==> src/rtl/cac_pkg.sv <==
/*
  constants for the charger and converter register bank: addresses,
  reset values, write masks, field positions, channel codes, timing.
  assumes an 8-bit register port driven by the serial interface engine.
*/
package cac_pkg;
  // register addresses
  localparam logic [7:0] CAC_ADDR_MAIN   = 8'h04;
  localparam logic [7:0] CAC_ADDR_TIMING = 8'h05;
  localparam logic [7:0] CAC_ADDR_PATH   = 8'h06;
  localparam logic [7:0] CAC_ADDR_CONV   = 8'h07;
  // values loaded at undervoltage lockout (reset)
  localparam logic [7:0] CAC_RST_MAIN    = 8'h11;
  localparam logic [7:0] CAC_RST_TIMING  = 8'he0;
  localparam logic [7:0] CAC_RST_PATH    = 8'h64;
  localparam logic [7:0] CAC_RST_CONV    = 8'h20;
  // bits that software may write
  localparam logic [7:0] CAC_WM_MAIN     = 8'h1f;
  localparam logic [7:0] CAC_WM_TIMING   = 8'hf0;
  localparam logic [7:0] CAC_WM_PATH     = 8'hfd;
  localparam logic [7:0] CAC_WM_CONV     = 8'hdf;
  // main control fields
  localparam int CAC_MAIN_SENSOR = 4;
  localparam int CAC_MAIN_RESET  = 3;
  localparam int CAC_MAIN_TERMDIS = 2;
  localparam int CAC_MAIN_SUSP   = 1;
  localparam int CAC_MAIN_EN     = 0;
  // timing and voltage fields
  localparam int CAC_TIM_DYN     = 7;
  localparam int CAC_TIM_PREV    = 6;
  localparam int CAC_TIM_VSEL_HI = 5;
  localparam int CAC_TIM_VSEL_LO = 4;
  // power path and termination fields
  localparam int CAC_PATH_ACSINK = 7;
  localparam int CAC_PATH_THR_HI = 6;
  localparam int CAC_PATH_THR_LO = 5;
  localparam int CAC_PATH_PRET   = 4;
  localparam int CAC_PATH_TRM_HI = 3;
  localparam int CAC_PATH_TRM_LO = 2;
  localparam int CAC_PATH_ACTIVE = 1;
  localparam int CAC_PATH_USBSNK = 0;
  // converter control fields
  localparam int CAC_CONV_EN     = 7;
  localparam int CAC_CONV_START  = 6;
  localparam int CAC_CONV_EOC    = 5;
  localparam int CAC_CONV_VREF   = 4;
  localparam int CAC_CONV_SEL_HI = 3;
  localparam int CAC_CONV_SEL_LO = 0;
  // input select codes
  localparam logic [3:0] CAC_CH_FIRST_HIGH = 4'h6;
  localparam logic [3:0] CAC_CH_LAST_HIGH  = 4'hc;
  localparam logic [3:0] CAC_CH_RESERVED   = 4'hd;
  // safety timer base tick
  localparam int CAC_CLK_PERIOD_NS = 25;
  localparam int CAC_TICK_US       = 100;
  localparam int CAC_TICK_CYCLES   = (CAC_TICK_US * 1000) / CAC_CLK_PERIOD_NS;

  typedef enum logic {
    CAC_ADC_IDLE = 1'b0,
    CAC_ADC_BUSY = 1'b1
  } cac_adc_state_type;

  // codes six to twelve select the 6.0 V full-scale range
  function automatic logic cac_high_range(input logic [3:0] sel);
    cac_high_range = (sel >= CAC_CH_FIRST_HIGH) && (sel <= CAC_CH_LAST_HIGH);
  endfunction
endpackage

==> src/rtl/cac_sync2.sv <==
/*
  two-flop synchroniser for analog status levels.
  assumes the inputs are slow levels from the charger's analog section.
*/
`timescale 1ns/10ps
module cac_sync2 import cac_pkg::*; #(
  parameter int WIDTH = 1
) (
  input  wire logic             ref_clk_in,
  input  wire logic             rst_in,
  input  wire logic [WIDTH-1:0] async_in,
  output logic      [WIDTH-1:0] sync_out
);
  logic [WIDTH-1:0] meta_q;

  // first stage feeds only the second
  always_ff @(posedge ref_clk_in or posedge rst_in) begin
    if (rst_in) begin
      meta_q   <= '0;
      sync_out <= '0;
    end else begin
      meta_q   <= async_in;
      sync_out <= meta_q;
    end
  end
endmodule

==> src/rtl/cac_adc_seq.sv <==
/*
  conversion sequencer: owns the start and end-of-conversion bits.
  assumes conv_done_in is a one-cycle pulse from the converter on this clock.
*/
`timescale 1ns/10ps
module cac_adc_seq import cac_pkg::*; (
  input  wire logic ref_clk_in,
  input  wire logic rst_in,
  input  wire logic start_wr_in,
  input  wire logic start_val_in,
  input  wire logic enable_in,
  input  wire logic conv_done_in,
  output logic      start_bit_out,
  output logic      eoc_out,
  output logic      conv_start_out
);
  cac_adc_state_type state_q;

  // sequence: start bit and enable launch, done pulse finishes
  always_ff @(posedge ref_clk_in or posedge rst_in) begin
    if (rst_in) begin
      state_q        <= CAC_ADC_IDLE;
      start_bit_out  <= 1'b0;
      eoc_out        <= 1'b1;
      conv_start_out <= 1'b0;
    end else begin
      conv_start_out <= 1'b0;
      case (state_q)
        CAC_ADC_IDLE: begin
          if (start_wr_in) begin
            start_bit_out <= start_val_in;
          end
          if (start_bit_out && enable_in && !start_wr_in) begin
            state_q        <= CAC_ADC_BUSY;
            eoc_out        <= 1'b0;
            conv_start_out <= 1'b1;
          end
        end
        CAC_ADC_BUSY: begin
          if (!enable_in) begin
            state_q       <= CAC_ADC_IDLE; // converter powered down aborts
            start_bit_out <= 1'b0;
          end else if (conv_done_in) begin
            state_q       <= CAC_ADC_IDLE;
            start_bit_out <= start_wr_in && start_val_in; // new start wins
            eoc_out       <= 1'b1;
          end
        end
        default: state_q <= CAC_ADC_IDLE;
      endcase
    end
  end
endmodule

==> src/rtl/cac_regs.sv <==
/*
  charger and converter configuration register bank with its decoded
  controls, safety timer tick and conversion launch.
  assumes an 8-bit register port from the serial interface engine on
  ref_clk_in, and analog status levels that need synchronising.
*/
// Functional notes
// - sensor bit picks thermistor curve: 0 is 100k curve 1, 1 is 10k curve 2.
// - host sets then clears charger reset; charger held in reset while set.
// - termination disable 0 ends charge on timers/current; 1 keeps charger on.
// - suspend bit pauses safety and precharge timers; they run when clear.
// - enable bit switches charger; toggling it never resets the algorithm.
// - dynamic timer bit halves timer rate while thermal or power-path loop active.
// - precharge threshold bit: 0 selects 2.5 V, 1 selects 2.9 V.
// - charge voltage field selects 4.1, 4.15, 4.2 or 4.25 V.
// - AC sink-disable 0 enables 60 uA sink when no AC voltage.
// - USB sink likewise; each sink turns off once its input voltage appears.
// - power-path field selects 3.5, 3.75, 4.25 or 4.50 V threshold.
// - precharge time bit: 0 gives 30 min, 1 gives 60 min.
// - termination factor field selects 0.04, 0.1, 0.15 or 0.2.
// - charging status bit reads 1 while charging, even under regulation.
// - converter enable bit powers the converter.
// - host writes start; hardware clears it when conversion finishes.
// - done flag reads 0 until conversion completes; resets to 1.
// - reference enable bit switches the converter reference regulator.
// - select codes 0-5 use 2.25 V range, codes 6-12 use 6.0 V.
// - codes 14 and 15 route the touch panel controller at 2.25 V.
// - main charger control register lives at address 04h.
`timescale 1ns/10ps
module cac_regs import cac_pkg::*; #(
  parameter int TICK_CYCLES = CAC_TICK_CYCLES
) (
  input  wire logic       ref_clk_in,
  input  wire logic       rst_in,
  input  wire logic [7:0] reg_addr_in,
  input  wire logic [7:0] reg_wdata_in,
  input  wire logic       reg_wr_in,
  input  wire logic       reg_rd_in,
  output logic      [7:0] reg_rdata_out,
  input  wire logic       ac_present_in,
  input  wire logic       usb_present_in,
  input  wire logic       thermal_loop_in,
  input  wire logic       dynamic_power_path_loop_in,
  input  wire logic       charging_in,
  input  wire logic       conv_done_in,
  output logic            sensor_curve2_out,
  output logic            charger_hold_reset_out,
  output logic            term_disable_out,
  output logic            timer_suspend_out,
  output logic            charger_enable_out,
  output logic            safety_tick_out,
  output logic            timer_half_rate_out,
  output logic            precharge_hi_thresh_out,
  output logic      [1:0] charge_voltage_sel_out,
  output logic      [1:0] power_path_thresh_out,
  output logic            precharge_long_out,
  output logic      [1:0] term_factor_sel_out,
  output logic            ac_sink_on_out,
  output logic            usb_sink_on_out,
  output logic            converter_enable_out,
  output logic            vref_enable_out,
  output logic      [3:0] input_select_out,
  output logic            fullscale_high_out,
  output logic            conv_start_out
);
  initial begin
    if (TICK_CYCLES < 2) begin
      $error("TICK_CYCLES must be at least 2");
    end
  end

  logic [7:0]  main_q;
  logic [7:0]  timing_q;
  logic [7:0]  path_q;
  logic [7:0]  conv_q;
  logic [4:0]  stat_sync;
  logic        ac_sync;
  logic        usb_sync;
  logic        therm_sync;
  logic        path_loop_sync;
  logic        chg_sync;
  logic        start_bit;
  logic        eoc_bit;
  logic        slow_d;
  logic [31:0] tick_limit;
  logic [31:0] tick_cnt_q;

  // analog status levels cross into the clock domain
  cac_sync2 #(
    .WIDTH(5)
  ) u_sync (
    .ref_clk_in(ref_clk_in),
    .rst_in    (rst_in),
    .async_in  ({ac_present_in, usb_present_in, thermal_loop_in,
                 dynamic_power_path_loop_in, charging_in}),
    .sync_out  (stat_sync)
  );
  assign ac_sync    = stat_sync[4];
  assign usb_sync   = stat_sync[3];
  assign therm_sync = stat_sync[2];
  assign path_loop_sync = stat_sync[1];
  assign chg_sync   = stat_sync[0];

  // write decode for main charger control
  always_ff @(posedge ref_clk_in or posedge rst_in) begin
    if (rst_in) begin
      main_q <= CAC_RST_MAIN;
    end else if (reg_wr_in && reg_addr_in == CAC_ADDR_MAIN) begin
      main_q <= reg_wdata_in & CAC_WM_MAIN;
    end
  end

  // write decode for timing and voltage config
  always_ff @(posedge ref_clk_in or posedge rst_in) begin
    if (rst_in) begin
      timing_q <= CAC_RST_TIMING;
    end else if (reg_wr_in && reg_addr_in == CAC_ADDR_TIMING) begin
      timing_q <= reg_wdata_in & CAC_WM_TIMING;
    end
  end

  // write decode for power path and termination config
  always_ff @(posedge ref_clk_in or posedge rst_in) begin
    if (rst_in) begin
      path_q <= CAC_RST_PATH;
    end else if (reg_wr_in && reg_addr_in == CAC_ADDR_PATH) begin
      path_q <= reg_wdata_in & CAC_WM_PATH;
    end
  end

  // write decode for converter control; start and done live in the sequencer
  always_ff @(posedge ref_clk_in or posedge rst_in) begin
    if (rst_in) begin
      conv_q <= CAC_RST_CONV;
    end else if (reg_wr_in && reg_addr_in == CAC_ADDR_CONV) begin
      conv_q <= reg_wdata_in & CAC_WM_CONV;
    end
  end

  // conversion launch and completion
  cac_adc_seq u_adc (
    .ref_clk_in    (ref_clk_in),
    .rst_in        (rst_in),
    .start_wr_in   (reg_wr_in && reg_addr_in == CAC_ADDR_CONV),
    .start_val_in  (reg_wdata_in[CAC_CONV_START]),
    .enable_in     (conv_q[CAC_CONV_EN]),
    .conv_done_in  (conv_done_in),
    .start_bit_out (start_bit),
    .eoc_out       (eoc_bit),
    .conv_start_out(conv_start_out)
  );

  // read mux, registered; unmapped addresses read zero
  always_ff @(posedge ref_clk_in or posedge rst_in) begin
    if (rst_in) begin
      reg_rdata_out <= 8'h00;
    end else if (reg_rd_in) begin
      case (reg_addr_in)
        CAC_ADDR_MAIN:   reg_rdata_out <= main_q;
        CAC_ADDR_TIMING: reg_rdata_out <= timing_q;
        CAC_ADDR_PATH: begin
          reg_rdata_out                  <= path_q;
          reg_rdata_out[CAC_PATH_ACTIVE] <= chg_sync;
        end
        CAC_ADDR_CONV: begin
          reg_rdata_out                 <= conv_q;
          reg_rdata_out[CAC_CONV_START] <= start_bit;
          reg_rdata_out[CAC_CONV_EOC]   <= eoc_bit;
        end
        default: reg_rdata_out <= 8'h00;
      endcase
    end
  end

  // charger control outputs
  always_ff @(posedge ref_clk_in or posedge rst_in) begin
    if (rst_in) begin
      sensor_curve2_out      <= CAC_RST_MAIN[CAC_MAIN_SENSOR];
      charger_hold_reset_out <= CAC_RST_MAIN[CAC_MAIN_RESET];
      term_disable_out       <= CAC_RST_MAIN[CAC_MAIN_TERMDIS];
      timer_suspend_out      <= CAC_RST_MAIN[CAC_MAIN_SUSP];
      charger_enable_out     <= CAC_RST_MAIN[CAC_MAIN_EN];
    end else begin
      sensor_curve2_out      <= main_q[CAC_MAIN_SENSOR];
      charger_hold_reset_out <= main_q[CAC_MAIN_RESET];
      term_disable_out       <= main_q[CAC_MAIN_TERMDIS];
      timer_suspend_out      <= main_q[CAC_MAIN_SUSP];
      charger_enable_out     <= main_q[CAC_MAIN_EN];
    end
  end

  // threshold and selection outputs
  always_ff @(posedge ref_clk_in or posedge rst_in) begin
    if (rst_in) begin
      precharge_hi_thresh_out <= CAC_RST_TIMING[CAC_TIM_PREV];
      charge_voltage_sel_out  <= CAC_RST_TIMING[CAC_TIM_VSEL_HI:CAC_TIM_VSEL_LO];
      power_path_thresh_out   <= CAC_RST_PATH[CAC_PATH_THR_HI:CAC_PATH_THR_LO];
      precharge_long_out      <= CAC_RST_PATH[CAC_PATH_PRET];
      term_factor_sel_out     <= CAC_RST_PATH[CAC_PATH_TRM_HI:CAC_PATH_TRM_LO];
    end else begin
      precharge_hi_thresh_out <= timing_q[CAC_TIM_PREV];
      charge_voltage_sel_out  <= timing_q[CAC_TIM_VSEL_HI:CAC_TIM_VSEL_LO];
      power_path_thresh_out   <= path_q[CAC_PATH_THR_HI:CAC_PATH_THR_LO];
      precharge_long_out      <= path_q[CAC_PATH_PRET];
      term_factor_sel_out     <= path_q[CAC_PATH_TRM_HI:CAC_PATH_TRM_LO];
    end
  end

  // input pull-down sinks: on when enabled and no voltage sensed
  always_ff @(posedge ref_clk_in or posedge rst_in) begin
    if (rst_in) begin
      ac_sink_on_out  <= 1'b0;
      usb_sink_on_out <= 1'b0;
    end else begin
      ac_sink_on_out  <= !path_q[CAC_PATH_ACSINK] && !ac_sync;
      usb_sink_on_out <= !path_q[CAC_PATH_USBSNK] && !usb_sync;
    end
  end

  // converter controls and range
  always_ff @(posedge ref_clk_in or posedge rst_in) begin
    if (rst_in) begin
      converter_enable_out <= CAC_RST_CONV[CAC_CONV_EN];
      vref_enable_out      <= CAC_RST_CONV[CAC_CONV_VREF];
      input_select_out     <= CAC_RST_CONV[CAC_CONV_SEL_HI:CAC_CONV_SEL_LO];
      fullscale_high_out   <= 1'b0;
    end else begin
      converter_enable_out <= conv_q[CAC_CONV_EN];
      vref_enable_out      <= conv_q[CAC_CONV_VREF];
      input_select_out     <= conv_q[CAC_CONV_SEL_HI:CAC_CONV_SEL_LO];
      fullscale_high_out   <= cac_high_range(conv_q[CAC_CONV_SEL_HI:CAC_CONV_SEL_LO]);
    end
  end

  // safety timer tick: period doubles under dynamic timing with a loop active
  assign slow_d     = timing_q[CAC_TIM_DYN] && (therm_sync || path_loop_sync);
  assign tick_limit = slow_d ? 32'(2 * TICK_CYCLES - 1) : 32'(TICK_CYCLES - 1);

  always_ff @(posedge ref_clk_in or posedge rst_in) begin
    if (rst_in) begin
      tick_cnt_q          <= 32'h0000_0000;
      safety_tick_out     <= 1'b0;
      timer_half_rate_out <= 1'b0;
    end else begin
      timer_half_rate_out <= slow_d;
      safety_tick_out     <= 1'b0;
      if (main_q[CAC_MAIN_RESET]) begin
        tick_cnt_q <= 32'h0000_0000; // timers restart with the algorithm
      end else if (!main_q[CAC_MAIN_SUSP]) begin
        if (tick_cnt_q >= tick_limit) begin
          tick_cnt_q      <= 32'h0000_0000;
          safety_tick_out <= 1'b1;
        end else begin
          tick_cnt_q <= tick_cnt_q + 32'h0000_0001;
        end
      end
    end
  end
endmodule

==> config.mk <==
export PLATFORM = sky130hd
export DESIGN_NAME = cac_regs
export DESIGN_NICKNAME = d
export VERILOG_FILES = /design/src/rtl/cac_pkg.sv /design/src/rtl/cac_sync2.sv /design/src/rtl/cac_adc_seq.sv /design/src/rtl/cac_regs.sv
export SDC_FILE = /design/constraint.sdc
export NUM_CORES = 1
export LEC_CHECK = 0
export BUFFER_PORTS_ARGS = -buffer_cell sky130_fd_sc_hd__buf_4
export CAP_MARGIN = 20
export CORE_MARGIN = 1
export CORE_UTILIZATION = 51
export DETAILED_ROUTE_END_ITERATION = 8
export PLACE_DENSITY = 0.86
export SETUP_SLACK_MARGIN = 0.05
export SLEW_MARGIN = 10
export SYNTH_ARGS = -nofsm -noshare
export SYNTH_HDL_FRONTEND = slang
export SYNTH_SLANG_ARGS = --single-unit
==> constraint.sdc <==
create_clock -name ref_clk_in -period 2.85 [get_ports ref_clk_in]
set_clock_uncertainty 0.1 [all_clocks]
set_input_delay 0.285 -clock ref_clk_in [delete_from_list [all_inputs] [get_ports ref_clk_in]]
set_output_delay 0.285 -clock ref_clk_in [all_outputs]
set_load 0.05 [all_outputs]
==> metrics.txt <==
status completed; I/O pin count 59; top sig layer met4; minimum clock period 2680 ps; most frequent cells in the layout 84 x dfrtp_1, 63 x buf_4, 27 x mux2_2; unrepaired setup endpoints after global routing no; CTS HTree Levels 3; vias in the first global route 2598; fin nets 411; first-pass GRT wire length 12400 microns; clk slew on worst S/H paths 100 ps; gp weighted congestion 0.821; wl on met1 3190 microns; Met3 Wirelength 377 microns; CTS tree yes; CP Max Fanout 12; die width 89.8 microns; area of the core 7370 sq um; ys async rst share 100%; Max Fclk 0.373 GHz; CP Capture Type register; Worst R2R Setup Slack 170 ps; Max-Slew Margin vs Limit 61.5%; root buffer cell clkbuf_8; static leakage 2.25 nW; worst min-delay path class in2reg; Syn Area/Cell 12.6 sq um; PnR worst setup slack 167 ps; Initial Util 53.3%; max-cap violations 0; yosys warns 0; initial antenna violation count 0; Worst setup SP type register; Skew-Pair Late Insertion Delay 370 ps; setup bufs post-CTS 0; DR vias 2674; drt drc 0; Die Y 89.8 microns; DRT iter0 DRCs 122; n_diodes 0; Seq/Total Area, Yosys 64.2%; Synth cell types 42; Placed Area 4490 sq um; largest net degree at the start of global routing 101; Synth Instances 313; Yosys reg bits 100; Final period util 94.1%; Slew @ Worst Pin 576 ps; Mapped Area 3930 sq um; ratio of cells with drive above 1 in the final layout 33.7%; Worst EP arrival 2870 ps; Final ANT Viol Nets 0; EDFF count, synth 0; max-slew violations 0; WL met2 3610 microns; WS Path Type reg2reg; fin util 64.3%; port bufs 58; Post-DP HPWL 5010 microns; # clock sinks 100; Synth Net Count 343; Place WS -53.2 ps; vias per std cell 5.51; total gr overflow 0; ys flop type dfrtp_1; site row count 31; CTS buffer count 9; P per Cell Area 590 nW/um^2; final setup vio count 0; die area 8060 sq um; Avg WL per Cell 15.0 microns; post-layout instance area 4740 sq um; GR Util All Layers 19.4%; Area growth, synth to finish 20.6%; worst IR drop on VDD 0.000288 V; CP required 3040 ps; Clock Path Buffers 2; most common cell after layout, fill and taps aside dfrtp_1; Total Wirelength 7270 microns; setup TNS 0 ps; Initial DRT Pass Iterations 4; final hold vios 0
## flip-flops by register name (all words and copies together), names as in the netlist, 2 cells and up
signal	cells
u_sync.sync_out	5
path_q	7
charge_voltage_sel_out	2
input_select_out	4
power_path_thresh_out	2
main_q	5
tick_cnt_q	32
timing_q	4
term_factor_sel_out	2
u_sync.meta_q	5
conv_q	6
reg_rdata_out	8
## layer usage
metal	track usage [%]	vias to the layer above
li1	-	1248
met1	24.7	1329
met2	32.5	87
met3	4.74	10
met4	6.69	0
met5	0	-
## final cells by class
cell class	count	area, sq um
clock buffer	9	124
clock inverter	7	57.6
fill	558	2630
inverter	12	48.8
multi-input combinational	188	1310
sequential	100	2520
tap	99	124
timing repair buffer	70	553
## report_power, final
part	switching, mW	internal (mW)
Sequential	0.0896	1.51
Combinational	0.197	0.164
Clock	0.506	0.329
## worst max-delay path, stage by stage, from the launching register on
cell and delay [ps]:
dfrtp_1 430, ha_1 250, and4_4 220, a2111o_1 420, a311o_2 490, or4_1 500, a31oi_1 190
## timing repair
| action | 4_1_cts | 5_1_grt |
|---|---|---|
| setup endpoints to repair | 7 | 7 |
| hold endpoints to repair | 89 | 0 |
| pin swaps | 0 | 0 |
| hold buffers | 6 | 0 |
| resized for setup | 1 | 1 |
| gates cloned | 0 | 0 |
## path summary, 6_finish.rpt
| path | start | end | cells after the start |
|---|---|---|---|
| setup / recovery | tick_cnt_q[0]$_DFFE_PP0P_ | tick_cnt_q[8]$_DFFE_PP0P_ | 6 |
| hold / removal | reg_wdata_in[1] | conv_q[1]$_DFFE_PP0P_ | 2 |
| setup reg to reg | tick_cnt_q[0]$_DFFE_PP0P_ | tick_cnt_q[8]$_DFFE_PP0P_ | 6 |
| hold reg to reg | u_sync.meta_q[0]$_DFF_PP0_ | u_sync.sync_out[0]$_DFF_PP0_ | 0 |
| max in group asynchronous | rst_in | timing_q[7]$_DFFE_PP1P_ | 4 |
| min in group asynchronous | rst_in | tick_cnt_q[22]$_DFFE_PP0P_ | 4 |
## stage by stage
step	power (mW)	hold WS (ps)	instances
floorplan	1.86	216	313
global placement	1.96	235	463
detailed placement	1.98	243	463
CTS	2.81	53.2	485
global route	2.93	43.3	485
finish	2.80	56.6	485
## synth_stat cells (2+ instances only)
cell type | instances | area [sq um]
and3_1 | 2 | 12.5
nand2_1 | 22 | 82.6
o22ai_1 | 8 | 50.1
clkbuf_1 | 11 | 41.3
ha_1 | 4 | 50.1
a22oi_1 | 5 | 37.5
nor4b_1 | 3 | 26.3
dfstp_2 | 16 | 420
nor2b_1 | 2 | 12.5
nor2_1 | 15 | 56.3
or4_1 | 8 | 60.1
nand4_1 | 4 | 25.0
mux2i_1 | 5 | 50.1
a31oi_1 | 7 | 43.8
nand4b_1 | 2 | 17.5
o21ai_0 | 3 | 15.0
and2_1 | 22 | 138
inv_1 | 12 | 45.0
dfrtp_1 | 84 | 2100
nor3_1 | 4 | 20.0
or3_1 | 2 | 12.5
nand3_1 | 13 | 65.1
mux2_2 | 27 | 304
a21oi_1 | 9 | 45.0
nor4_1 | 6 | 37.5
## cells by family (layout without fill, tap and decap cells)
family          count (synthesis)  in the layout  share of synthesized area (%)
fa+ha+maj                       4              4                           1.27
mux                            33             33                           9.58
compound gates                 41             41                           6.94
flops                         100            100                           64.2
simple gates                  110            110                           15.4
buf+inv                        25             98                           2.61
Note: power is estimated with default switching activity, not from simulation.
